File: src/verilog/timer8_defines.vh
// Register map, field positions, reset values and clock-select codes of the 8-bit timer
`ifndef TIMER8_DEFINES_VH
`define TIMER8_DEFINES_VH

// ----------------------------------------------------------------
// Register byte addresses on the APB bus
// ----------------------------------------------------------------
`define ADDR_SYNC_CONTROL   12'h000
`define ADDR_TIMER_CONTROL  12'h004
`define ADDR_COUNTER_VALUE  12'h008
`define ADDR_COMPARE_VALUE  12'h00C
`define ADDR_IRQ_FLAGS      12'h010
`define ADDR_IRQ_MASK       12'h014

// ----------------------------------------------------------------
// Field positions
// ----------------------------------------------------------------
`define SYNC_HOLD_BIT       7
`define ASYNC_PSR_BIT       1
`define SHARED_PSR_BIT      0
`define WAVE_LO_BIT         0
`define WAVE_HI_BIT         1
`define CLKSEL_LSB          2
`define CLKSEL_MSB          4
`define FLAG_OVF_BIT        0
`define FLAG_CMP_BIT        1

// ----------------------------------------------------------------
// Reset values and limits
// ----------------------------------------------------------------
`define RESET_BYTE          8'h00
`define COUNT_BOTTOM        8'h00
`define COUNT_MAX           8'hFF

// ----------------------------------------------------------------
// Waveform and clock-select codes
// ----------------------------------------------------------------
`define WAVE_NORMAL         2'h0
`define WAVE_CTC            2'h2
`define CS_STOP             3'h0
`define CS_DIRECT           3'h1
`define CS_DIV8             3'h2
`define CS_DIV64            3'h3
`define CS_DIV256           3'h4
`define CS_DIV1024          3'h5
`define CS_EXT_FALL         3'h6
`define CS_EXT_RISE         3'h7
`define PRESCALE_WIDTH      10

`endif
File: src/verilog/prescaler10.v
// Free-running 10-bit prescaler with synchronous reset and divided tick outputs
`timescale 1ns/1ps
`default_nettype none
`include "timer8_defines.vh"

module prescaler10 (
  input  wire       ref_clk,
  input  wire       rst,
  input  wire       hold,
  output wire       tick_8,
  output wire       tick_64,
  output wire       tick_256,
  output wire       tick_1024
);

  reg [`PRESCALE_WIDTH-1:0] count_q;

  // ----------------------------------------------------------------
  // Counter: held at zero while the prescaler reset is asserted
  // ----------------------------------------------------------------
  always @(posedge ref_clk) begin
    if (rst || hold) begin
      count_q <= {`PRESCALE_WIDTH{1'b0}};
    end else begin
      count_q <= count_q + 10'h001;
    end
  end

  // Ticks fire on the last count of each period, so a halt gives none
  assign tick_8    = !hold && (count_q[2:0] == 3'h7);
  assign tick_64   = !hold && (count_q[5:0] == 6'h3F);
  assign tick_256  = !hold && (count_q[7:0] == 8'hFF);
  assign tick_1024 = !hold && (count_q == 10'h3FF);

endmodule
`default_nettype wire

File: src/verilog/timer8_core.v
// 8-bit timer/counter core with shared prescaler control and APB register slave
//
// Functional notes
// - Sync-hold bit set keeps written prescaler-reset bits, halting affected timers.
// - Writing sync-hold to zero clears both prescaler-reset bits in hardware.
// - Shared prescaler-reset bit resets common prescaler; self-clears unless sync-hold.
// - Counter value and compare value registers are 8 bits wide.
// - Each interrupt flag is gated by its own mask bit.
// - Timer clock comes from prescaler or external pin, with edge choice.
// - Clock-select zero stops the counter.
// - Counter is compared with compare value continuously; match sets compare flag.
// - Bottom indication asserted when the counter becomes 0x00.
// - Maximum indication asserted when the counter becomes 0xFF.
// - Top is 0xFF or the compare value, chosen by mode.
// - Each timer clock clears, increments or decrements the counter by one; this design only clears or increments it.
// - Clear forces every counter bit to zero.
// - Processor reads and writes counter regardless of timer clock.
// - Processor counter write beats a simultaneous clear or count.
// - Two waveform-mode bits select the counting sequence.
// - Overflow flag set where the selected mode defines overflow.
// - Clock-select 1 direct; 2..5 select divide by 8, 64, 256, 1024.
// - Clock-select 7 rising, 6 falling external edges; one pulse each.
// - Mode 0 counts up, wraps 0xFF to 0x00, overflow when zero.
// - Mode 2 clears on compare match; compare value is the top.
//
// The register addresses and register access over APB are this design's own decisions.
`timescale 1ns/1ps
`default_nettype none
`include "timer8_defines.vh"

module timer8_core (
  input  wire        ref_clk,
  input  wire        rst,
  // APB slave
  input  wire        psel,
  input  wire        penable,
  input  wire        pwrite,
  input  wire [11:0] paddr,
  input  wire [31:0] pwdata,
  output wire        pready,
  output reg  [31:0] prdata,
  output wire        pslverr,
  // Pins and status
  input  wire        external_count_pin,
  output wire        timer_irq,
  output wire        async_prescaler_reset,
  output wire        at_bottom,
  output wire        at_max,
  output wire        at_top
);

  // ----------------------------------------------------------------
  // Register state
  // ----------------------------------------------------------------
  reg        sync_hold_mode_q;
  reg        async_psr_q;
  reg        shared_psr_q;
  reg  [4:0] timer_control_q;   // clock_select in [4:2], waveform_mode in [1:0]
  reg  [7:0] counter_value_q;
  reg  [7:0] compare_value_q;
  reg  [1:0] irq_flags_q;
  reg  [1:0] irq_mask_q;
  reg        block_match_q;     // Counter write blocks the compare flag at the next timer clock
  reg        ext_meta_q;
  reg        ext_sync_q;
  reg        ext_prev_q;

  wire [2:0] clock_select  = timer_control_q[`CLKSEL_MSB:`CLKSEL_LSB];
  wire [1:0] waveform_mode = timer_control_q[`WAVE_HI_BIT:`WAVE_LO_BIT];

  // ----------------------------------------------------------------
  // APB decode: zero-wait slave, writes take effect in access, read data is captured in setup
  // ----------------------------------------------------------------
  wire access   = psel && penable;
  wire wr_en    = access && pwrite;
  wire addr_ok  = (paddr == `ADDR_SYNC_CONTROL) || (paddr == `ADDR_TIMER_CONTROL) ||
                  (paddr == `ADDR_COUNTER_VALUE) || (paddr == `ADDR_COMPARE_VALUE) ||
                  (paddr == `ADDR_IRQ_FLAGS) || (paddr == `ADDR_IRQ_MASK);
  wire wr_sync  = wr_en && (paddr == `ADDR_SYNC_CONTROL);
  wire wr_ctrl  = wr_en && (paddr == `ADDR_TIMER_CONTROL);
  wire wr_cnt   = wr_en && (paddr == `ADDR_COUNTER_VALUE);
  wire wr_cmp   = wr_en && (paddr == `ADDR_COMPARE_VALUE);
  wire wr_flags = wr_en && (paddr == `ADDR_IRQ_FLAGS);
  wire wr_mask  = wr_en && (paddr == `ADDR_IRQ_MASK);

  assign pready  = 1'b1;
  assign pslverr = access && !addr_ok;   // Unmapped addresses answer with an error

  // ----------------------------------------------------------------
  // Sync control: hold mode keeps the reset bits, otherwise they pulse
  // ----------------------------------------------------------------
  always @(posedge ref_clk) begin
    if (rst) begin
      sync_hold_mode_q <= 1'b0;
      async_psr_q      <= 1'b0;
      shared_psr_q     <= 1'b0;
    end else if (wr_sync) begin
      sync_hold_mode_q <= pwdata[`SYNC_HOLD_BIT];
      if (pwdata[`SYNC_HOLD_BIT]) begin
        async_psr_q  <= pwdata[`ASYNC_PSR_BIT];
        shared_psr_q <= pwdata[`SHARED_PSR_BIT];
      end else begin
        // Leaving hold releases every timer in the same cycle
        async_psr_q  <= 1'b0;
        shared_psr_q <= 1'b0;
      end
    end else if (!sync_hold_mode_q) begin
      async_psr_q  <= 1'b0;
      shared_psr_q <= 1'b0;
    end
  end

  // A one written outside hold mode still resets the prescaler that cycle
  wire shared_reset_now = shared_psr_q || (wr_sync && pwdata[`SHARED_PSR_BIT]);
  assign async_prescaler_reset = async_psr_q || (wr_sync && pwdata[`ASYNC_PSR_BIT]);

  // ----------------------------------------------------------------
  // Shared prescaler
  // ----------------------------------------------------------------
  wire tick_8;
  wire tick_64;
  wire tick_256;
  wire tick_1024;

  prescaler10 u_prescaler (
    .ref_clk   (ref_clk),
    .rst       (rst),
    .hold      (shared_reset_now),
    .tick_8    (tick_8),
    .tick_64   (tick_64),
    .tick_256  (tick_256),
    .tick_1024 (tick_1024)
  );

  // ----------------------------------------------------------------
  // External pin: two-flop synchroniser, then edge detector
  // ----------------------------------------------------------------
  always @(posedge ref_clk) begin
    if (rst) begin
      ext_meta_q <= 1'b0;
      ext_sync_q <= 1'b0;
      ext_prev_q <= 1'b0;
    end else begin
      ext_meta_q <= external_count_pin;
      ext_sync_q <= ext_meta_q;
      ext_prev_q <= ext_sync_q;
    end
  end

  wire ext_rise = ext_sync_q && !ext_prev_q;
  wire ext_fall = !ext_sync_q && ext_prev_q;

  // ----------------------------------------------------------------
  // Clock select: one-cycle timer clock enable
  // ----------------------------------------------------------------
  reg timer_clock;
  always @* begin
    case (clock_select)
      `CS_STOP:     timer_clock = 1'b0;
      `CS_DIRECT:   timer_clock = 1'b1;
      `CS_DIV8:     timer_clock = tick_8;
      `CS_DIV64:    timer_clock = tick_64;
      `CS_DIV256:   timer_clock = tick_256;
      `CS_DIV1024:  timer_clock = tick_1024;
      `CS_EXT_FALL: timer_clock = ext_fall;
      `CS_EXT_RISE: timer_clock = ext_rise;
      default:      timer_clock = 1'b0;
    endcase
  end

  // ----------------------------------------------------------------
  // Counter unit: top, bottom, match and next value
  // ----------------------------------------------------------------
  wire mode_ctc = (waveform_mode == `WAVE_CTC);
  wire [7:0] top_value = mode_ctc ? compare_value_q : `COUNT_MAX;
  wire match = (counter_value_q == compare_value_q);

  assign at_bottom = (counter_value_q == `COUNT_BOTTOM);
  assign at_max    = (counter_value_q == `COUNT_MAX);
  assign at_top    = (counter_value_q == top_value);

  // Only up-counting modes are built; the down direction stays unused
  wire count_clear = mode_ctc && match;
  wire [7:0] count_next = count_clear ? `COUNT_BOTTOM :
                          counter_value_q + 8'h01;

  // Normal mode overflows as the counter wraps to zero; CTC at its top
  wire overflow_evt = timer_clock && !wr_cnt &&
                      (mode_ctc ? count_clear : at_max);
  wire compare_evt  = timer_clock && match && !block_match_q;

  // ----------------------------------------------------------------
  // Counter and blocking flag: a processor write wins over counting
  // ----------------------------------------------------------------
  always @(posedge ref_clk) begin
    if (rst) begin
      counter_value_q <= `RESET_BYTE;
      block_match_q   <= 1'b0;
    end else begin
      if (wr_cnt) begin
        counter_value_q <= pwdata[7:0];
      end else if (timer_clock) begin
        counter_value_q <= count_next;
      end
      if (wr_cnt) begin
        block_match_q <= 1'b1;
      end else if (timer_clock) begin
        block_match_q <= 1'b0;
      end
    end
  end

  // ----------------------------------------------------------------
  // Control, compare and mask registers
  // ----------------------------------------------------------------
  always @(posedge ref_clk) begin
    if (rst) begin
      timer_control_q <= 5'h00;
      compare_value_q <= `RESET_BYTE;
      irq_mask_q      <= 2'h0;
    end else begin
      if (wr_ctrl) begin
        timer_control_q <= pwdata[4:0];
      end
      if (wr_cmp) begin
        compare_value_q <= pwdata[7:0];
      end
      if (wr_mask) begin
        irq_mask_q <= pwdata[1:0];
      end
    end
  end

  // ----------------------------------------------------------------
  // Flags: write one to clear; a new event in the same cycle wins
  // ----------------------------------------------------------------
  always @(posedge ref_clk) begin
    if (rst) begin
      irq_flags_q <= 2'h0;
    end else begin
      irq_flags_q[`FLAG_OVF_BIT] <= overflow_evt ||
        (irq_flags_q[`FLAG_OVF_BIT] && !(wr_flags && pwdata[`FLAG_OVF_BIT]));
      irq_flags_q[`FLAG_CMP_BIT] <= compare_evt ||
        (irq_flags_q[`FLAG_CMP_BIT] && !(wr_flags && pwdata[`FLAG_CMP_BIT]));
    end
  end

  assign timer_irq = |(irq_flags_q & irq_mask_q);

  // ----------------------------------------------------------------
  // Read mux: registered so read data comes from flip-flops
  // ----------------------------------------------------------------
  reg [31:0] rdata_d;
  always @* begin
    case (paddr)
      `ADDR_SYNC_CONTROL:  rdata_d = {24'h00_0000, sync_hold_mode_q, 5'h00,
                                      async_psr_q, shared_psr_q};
      `ADDR_TIMER_CONTROL: rdata_d = {27'h000_0000, timer_control_q};
      `ADDR_COUNTER_VALUE: rdata_d = {24'h00_0000, counter_value_q};
      `ADDR_COMPARE_VALUE: rdata_d = {24'h00_0000, compare_value_q};
      `ADDR_IRQ_FLAGS:     rdata_d = {30'h0000_0000, irq_flags_q};
      `ADDR_IRQ_MASK:      rdata_d = {30'h0000_0000, irq_mask_q};
      default:             rdata_d = 32'h0000_0000;
    endcase
  end

  // Captured in setup so it is stable through the access phase
  always @(posedge ref_clk) begin
    if (rst) begin
      prdata <= 32'h0000_0000;
    end else if (psel && !penable && !pwrite) begin
      prdata <= rdata_d;
    end
  end

endmodule
`default_nettype wire

File: config.mk
export PLATFORM = sky130hd
export DESIGN_NAME = timer8_core
export DESIGN_NICKNAME = d
export VERILOG_FILES = /design/src/verilog/prescaler10.v /design/src/verilog/timer8_core.v
export VERILOG_INCLUDE_DIRS = /design/src /design/src/verilog
export SDC_FILE = /design/constraint.sdc
export NUM_CORES = 1
export LEC_CHECK = 0
export CAP_MARGIN = 30
export CORE_ASPECT_RATIO = 0.6
export CORE_MARGIN = 4
export CORE_UTILIZATION = 68
export CTS_CLUSTER_SIZE = 25
export DETAILED_ROUTE_END_ITERATION = 16
export DONT_BUFFER_PORTS = 1
export PLACE_DENSITY = 0.91
export SYNTH_ARGS = -nofsm -noshare
export SYNTH_HDL_FRONTEND = slang
export SYNTH_SLANG_ARGS = --single-unit
File: constraint.sdc
create_clock -name ref_clk -period 4.3 [get_ports ref_clk]
set_input_delay 0.43 -clock ref_clk [delete_from_list [all_inputs] [get_ports ref_clk]]
set_output_delay 0.43 -clock ref_clk [all_outputs]
set_load 0.02 [all_outputs]
Yosys cells after proc, flatten, opt, wreduce, memory -nomap -nowiden --
Index checks and enable logic that the tools add are counted.
Storage, ports and cells: logic and storage cells 105, bits of input ports 50, register bits 74
Cells by class: reduce and logical (&&, ||, !) cells 53, bitwise gates (word level) 1, muxes and demuxes 14, $add $sub $neg 2, equal/unequal tests 21
Operators by type and width (number):
- one-hot mux 8 bit (6 select lines) | 1
- 2-to-1 mux 8 bit | 4
- logical AND 1 bit | 28
- equality test 12 x 4 -> 1 bit (second input constant) | 2
- equality test 12 x 5 -> 1 bit (second input constant) | 2
- equality test 8 bit | 2
- equality test 8 bit (second input constant) | 2
- equality test 3 bit (second input constant) | 5
- equality test 12 x 3 -> 1 bit (second input constant) | 1
- logical NOT 12 bit | 1
- adder 10 x 1 -> 10 bit (second input constant) | 1
- equality test 10 bit (second input constant) | 1
- logical NOT 1 bit | 10
- logical OR 1 bit | 10
- adder 8 x 1 -> 8 bit (second input constant) | 1
- logical NOT 8 bit | 1
- 2-to-1 mux 1 bit | 8
- one-hot mux 1 bit (8 select lines) | 1
- equality test 3 x 2 -> 1 bit (second input constant) | 2
- equality test 6 bit (second input constant) | 1
- equality test 3 x 1 -> 1 bit (second input constant) | 1
- logical NOT 3 bit | 1
- AND 2 bit | 1
- equality test 2 bit (second input constant) | 1
- other kinds (3) | 3

Depth between registers and ports, before layout --
word-level depth 11, depth in mapped cells 9, mapped depth without buffers 8

Modules after synthesis --
Synthesis repeated with hierarchy kept, for this count alone.
Unflattened totals: cell total of the unflattened synthesis 345, area, all modules 2971.6 µm²
Modules (own cells, without submodules):
- timer8_core | area an instance 2506.2 µm², times used 1, cells an instance 293
- prescaler10 | area an instance 465.4 µm², times used 1, cells an instance 52

Least setup slack after synthesis --
No wires, ideal clock.
kind reg2out, start register counter_value_q[0], end output at_bottom, required time 3870 ps, setup slack 1998 ps, stages on the path, launching flop included 6, data arrival time 1872 ps, cells stage by stage dfxtp_1 -> clkbuf_1 -> inv_1 -> ha_1 -> or4b_2 -> nor4_1
On the way: word-level cells in the longest chain between the ends 1
RTL lines:
- start: declaration | RTL line timer8_core.v:59 | reg [7:0] counter_value_q;
- start signal: assignment | RTL line timer8_core.v:197 | counter_value_q <= `RESET_BYTE;
- start signal: assignment | RTL line timer8_core.v:201 | counter_value_q <= pwdata[7:0];
- start signal: assignment | RTL line timer8_core.v:203 | counter_value_q <= count_next;
- logical NOT 8 bit (no line)
- end: declaration | RTL line timer8_core.v:47 | output wire at_bottom,
Every way passes these cells.

Final worst setup path --
start register counter_value_q[2], end output at_top
On the way: word-level cells in the longest chain between the ends 1
RTL lines:
- equality test 8 bit | RTL line timer8_core.v:180 | assign at_top = (counter_value_q == top_value);
- end: declaration | RTL line timer8_core.v:49 | output wire at_top
Every way passes these cells.

==> results.cfg <==
[status]
outcome = finished, final reports clean

[sta]
setup_viol_count_final = 0
layout_worst_path_cycle_share = 0.746
relative_slew_slack = 0.360
timing.fmax_mhz = 312
final_hold_viol_count = 0
post-route-min-period_ns = 3.21
slew_violations = 0
fin_skew_ns = 0.0133
worst-slew-pin-transition_ns = 0.951
rsz0062_at_grt = false
setup_total_negative_slack_ns = 0

[yosys]
number_of_flops_mapped_to_enable_cells_by_yosys = 0
synthFlopType = sky130_fd_sc_hd__dfxtp_1
ys_warn_count = 0
syn-cell-area_um2 = 2970
synth_sequential_area_ratio = 0.337
synth_async_sr_flop_share = 0
synth-seq-cells = 50
syn_area_per_cell_um2 = 8.34
post_synth_num_cell_types = 56
synthCells = 356

[clock_tree]
clock-sinks = 50
cts_tree = built
post-cts-setup-buffer-count = 0
htree_num_levels = 2
cts-buffers-inserted = 5
ctsHoldBuffers = 0
ctsResizeCount = 0
clkSlewWorstSetupHoldPaths_ns = 0.10
clock_latency_ns = 0.31
cts.path.max_buffers = 2
root_buffer = sky130_fd_sc_hd__clkbuf_8

[min_path]
worstHoldPathType = in2reg

[setup_path]
timing.critical_path.slowest_cell_delay_ns = 0.72
start_kind = flop
regToRegSetupSlack_ns = 1.75
cp_slowest_cell = sky130_fd_sc_hd__nor4_1
cp_data_arrival_time_ns = 2.78
worst_ep_required_time_ns = 3.87
worstSetupEndpointType = output port
critical_path_fanout_max = 9
critical_path_class = reg2out
crit_path_cell_trace = xor2_1 -> nor4_1 -> and2_1 -> a21oi_1 -> a221oi_1

[cells_and_area]
finalNetCount = 389
syn2layout_area_growth_pct = -2.32
final_layout_size_suffix_gt1_frac = 0.0567
fill_cells = 343
final_common_cell = sky130_fd_sc_hd__dfxtp_1
layout.core_utilization = 0.696
layout_common_cells = sky130_fd_sc_hd__dfxtp_1 (50), sky130_fd_sc_hd__nor2_1 (42), sky130_fd_sc_hd__mux2i_1 (25), sky130_fd_sc_hd__conb_1 (25), sky130_fd_sc_hd__nand2_1 (21)
antenna-diode-count = 0

[route]
first_pass_iters = 5
via_density_per_instance = 6.42
wl_per_cell_um = 17.9
routed_wl_um = 7080
ant_nets = 0
detailroute.via_count = 2537
drcViolationCount = 0
drt_first_iter_violations = 243

[global_route]
grt_max_degree = 47
first_pass_grt_wire_length_um = 11400
grt.total_usage = 0.262
first_global_vias = 2399
antenna_found_initial = 0
grt_overflow = 0

[placement]
hpwlAfterDp_um = 5170
io_buffer_count = 0
gp_congestion = 0.893

[die]
io_pins = 89
placementRows = 18
total_core_area_um2 = 4170
fp.dieArea_um2 = 5520
initial_utilization = 0.712
die_width_um = 93.3
die_y_um = 59.2

[pwr]
clkPwrFrac = 0.317
power.switching_w = 0.000238
seqPwrFrac = 0.580
p_per_area_nw_per_um2 = 294
internal_power_consumption_w = 0.000615
power_switching_share = 0.279
vdd_drop_max_mv = 0.147
static-leakage-power_nw = 1.18
pwr-share-comb = 0.103

[flow_run]
timing.max_cap.violations = 0
## Yosys cell counts (all sizes together) (6+ instances only)
cell    instances  area share
mux2i          25       0.084
buf            34       0.084
nand2          21       0.027
and3            9       0.019
nand2b          6       0.013
nor3            9       0.015
xor2           12       0.035
nor2b           6       0.013
a21oi          19       0.032
dfxtp          50        0.34
nand4           7       0.015
clkbuf         17       0.022
nand3          19       0.032
nor2           43       0.055
## flip-flops by register name, indices dropped and copies added, names as in the netlist
| signal | count |
|---|---|
| u_prescaler.count_q | 10 |
| compare_value_q | 8 |
| counter_value_q | 8 |
| prdata | 8 |
| timer_control_q | 5 |
| irq_flags_q | 2 |
| irq_mask_q | 2 |
| async_psr_q | 1 |
| block_match_q | 1 |
| ext_meta_q | 1 |
| ext_prev_q | 1 |
| ext_sync_q | 1 |
| shared_psr_q | 1 |
| sync_hold_mode_q | 1 |
## worst max-delay path, delay by kind of cell (launching register included)
family | cells | cell delay (ns)
AND/OR/NAND/NOR | 2 | 0.98
AO/OA/AOI/OAI | 2 | 0.79
flip-flops | 1 | 0.55
XOR/XNOR | 1 | 0.14
## layer usage
| metal | up-vias | global-route usage | share of wire |
|---|---|---|---|
| met1 | 1227 | 0.346 | 0.43 |
| li1 | 1156 | - | - |
| met5 | - | 0 | 0 |
| met3 | 22 | 0.0711 | 0.097 |
| met4 | 0 | 0.0647 | 0.016 |
| met2 | 132 | 0.432 | 0.46 |
## final timing paths
path | start | end | depth (start not counted)
max reg2reg | counter_value_q[2] | counter_value_q[4] | 6
min | rst | ext_prev_q | 1
min reg2reg | ext_meta_q | ext_sync_q | 1
max | counter_value_q[2] | at_top | 5
## logic make-up (layout without fill, tap and decap cells)
family	count (synthesis)	count (layout)	share of synthesized area
other	2	25	0.00253
xor gates and xnor gates	15	15	0.0443
buffers and inverters	56	12	0.112
and+or+nand+nor	147	147	0.262
DFF	50	50	0.337
adders and majority gates	4	4	0.0169
AOI/OAI and AO/OA	53	53	0.125
muxes	29	29	0.0995
## final cells by class
class | count | area, um2 | share of cell area
Multi-Input combinational cell | 273 | 1720 | 0.593
Clock inverter | 2 | 15.0 | 0.00518
Inverter | 5 | 18.8 | 0.00647
Clock buffer | 5 | 68.8 | 0.0237
Tap cell | 60 | 75.1 | 0.0259
Sequential cell | 50 | 1000 | 0.345
## power by group through the flow
stage | registers [W] | clock network (W) | logic (W)
6_report | 0.000495 | 0.000270 | 0.0000877
2_1_floorplan | 0.000487 | 0 | 0.000116
3_5_place_dp | 0.000504 | 0 | 0.0000849
4_1_cts | 0.000493 | 0.000269 | 0.0000857
5_1_grt | 0.000495 | 0.000292 | 0.0000953
3_3_place_gp | 0.000503 | 0 | 0.0000816
## per-stage QoR
step           hold slack, ns  power, W  cells  cell area (um2)  worst slack (ns)
6_report                0.185  0.000853    395             2900              1.09
3_5_place_dp            0.443  0.000589    388             2820              1.63
4_1_cts                 0.176  0.000848    395             2900              1.23
2_1_floorplan           0.414  0.000603    379             3050              2.00
3_3_place_gp            0.424  0.000584    388             2820              1.72
5_1_grt                 0.168  0.000882    395             2900              1.00
Power figures use the tool's default switching activity.
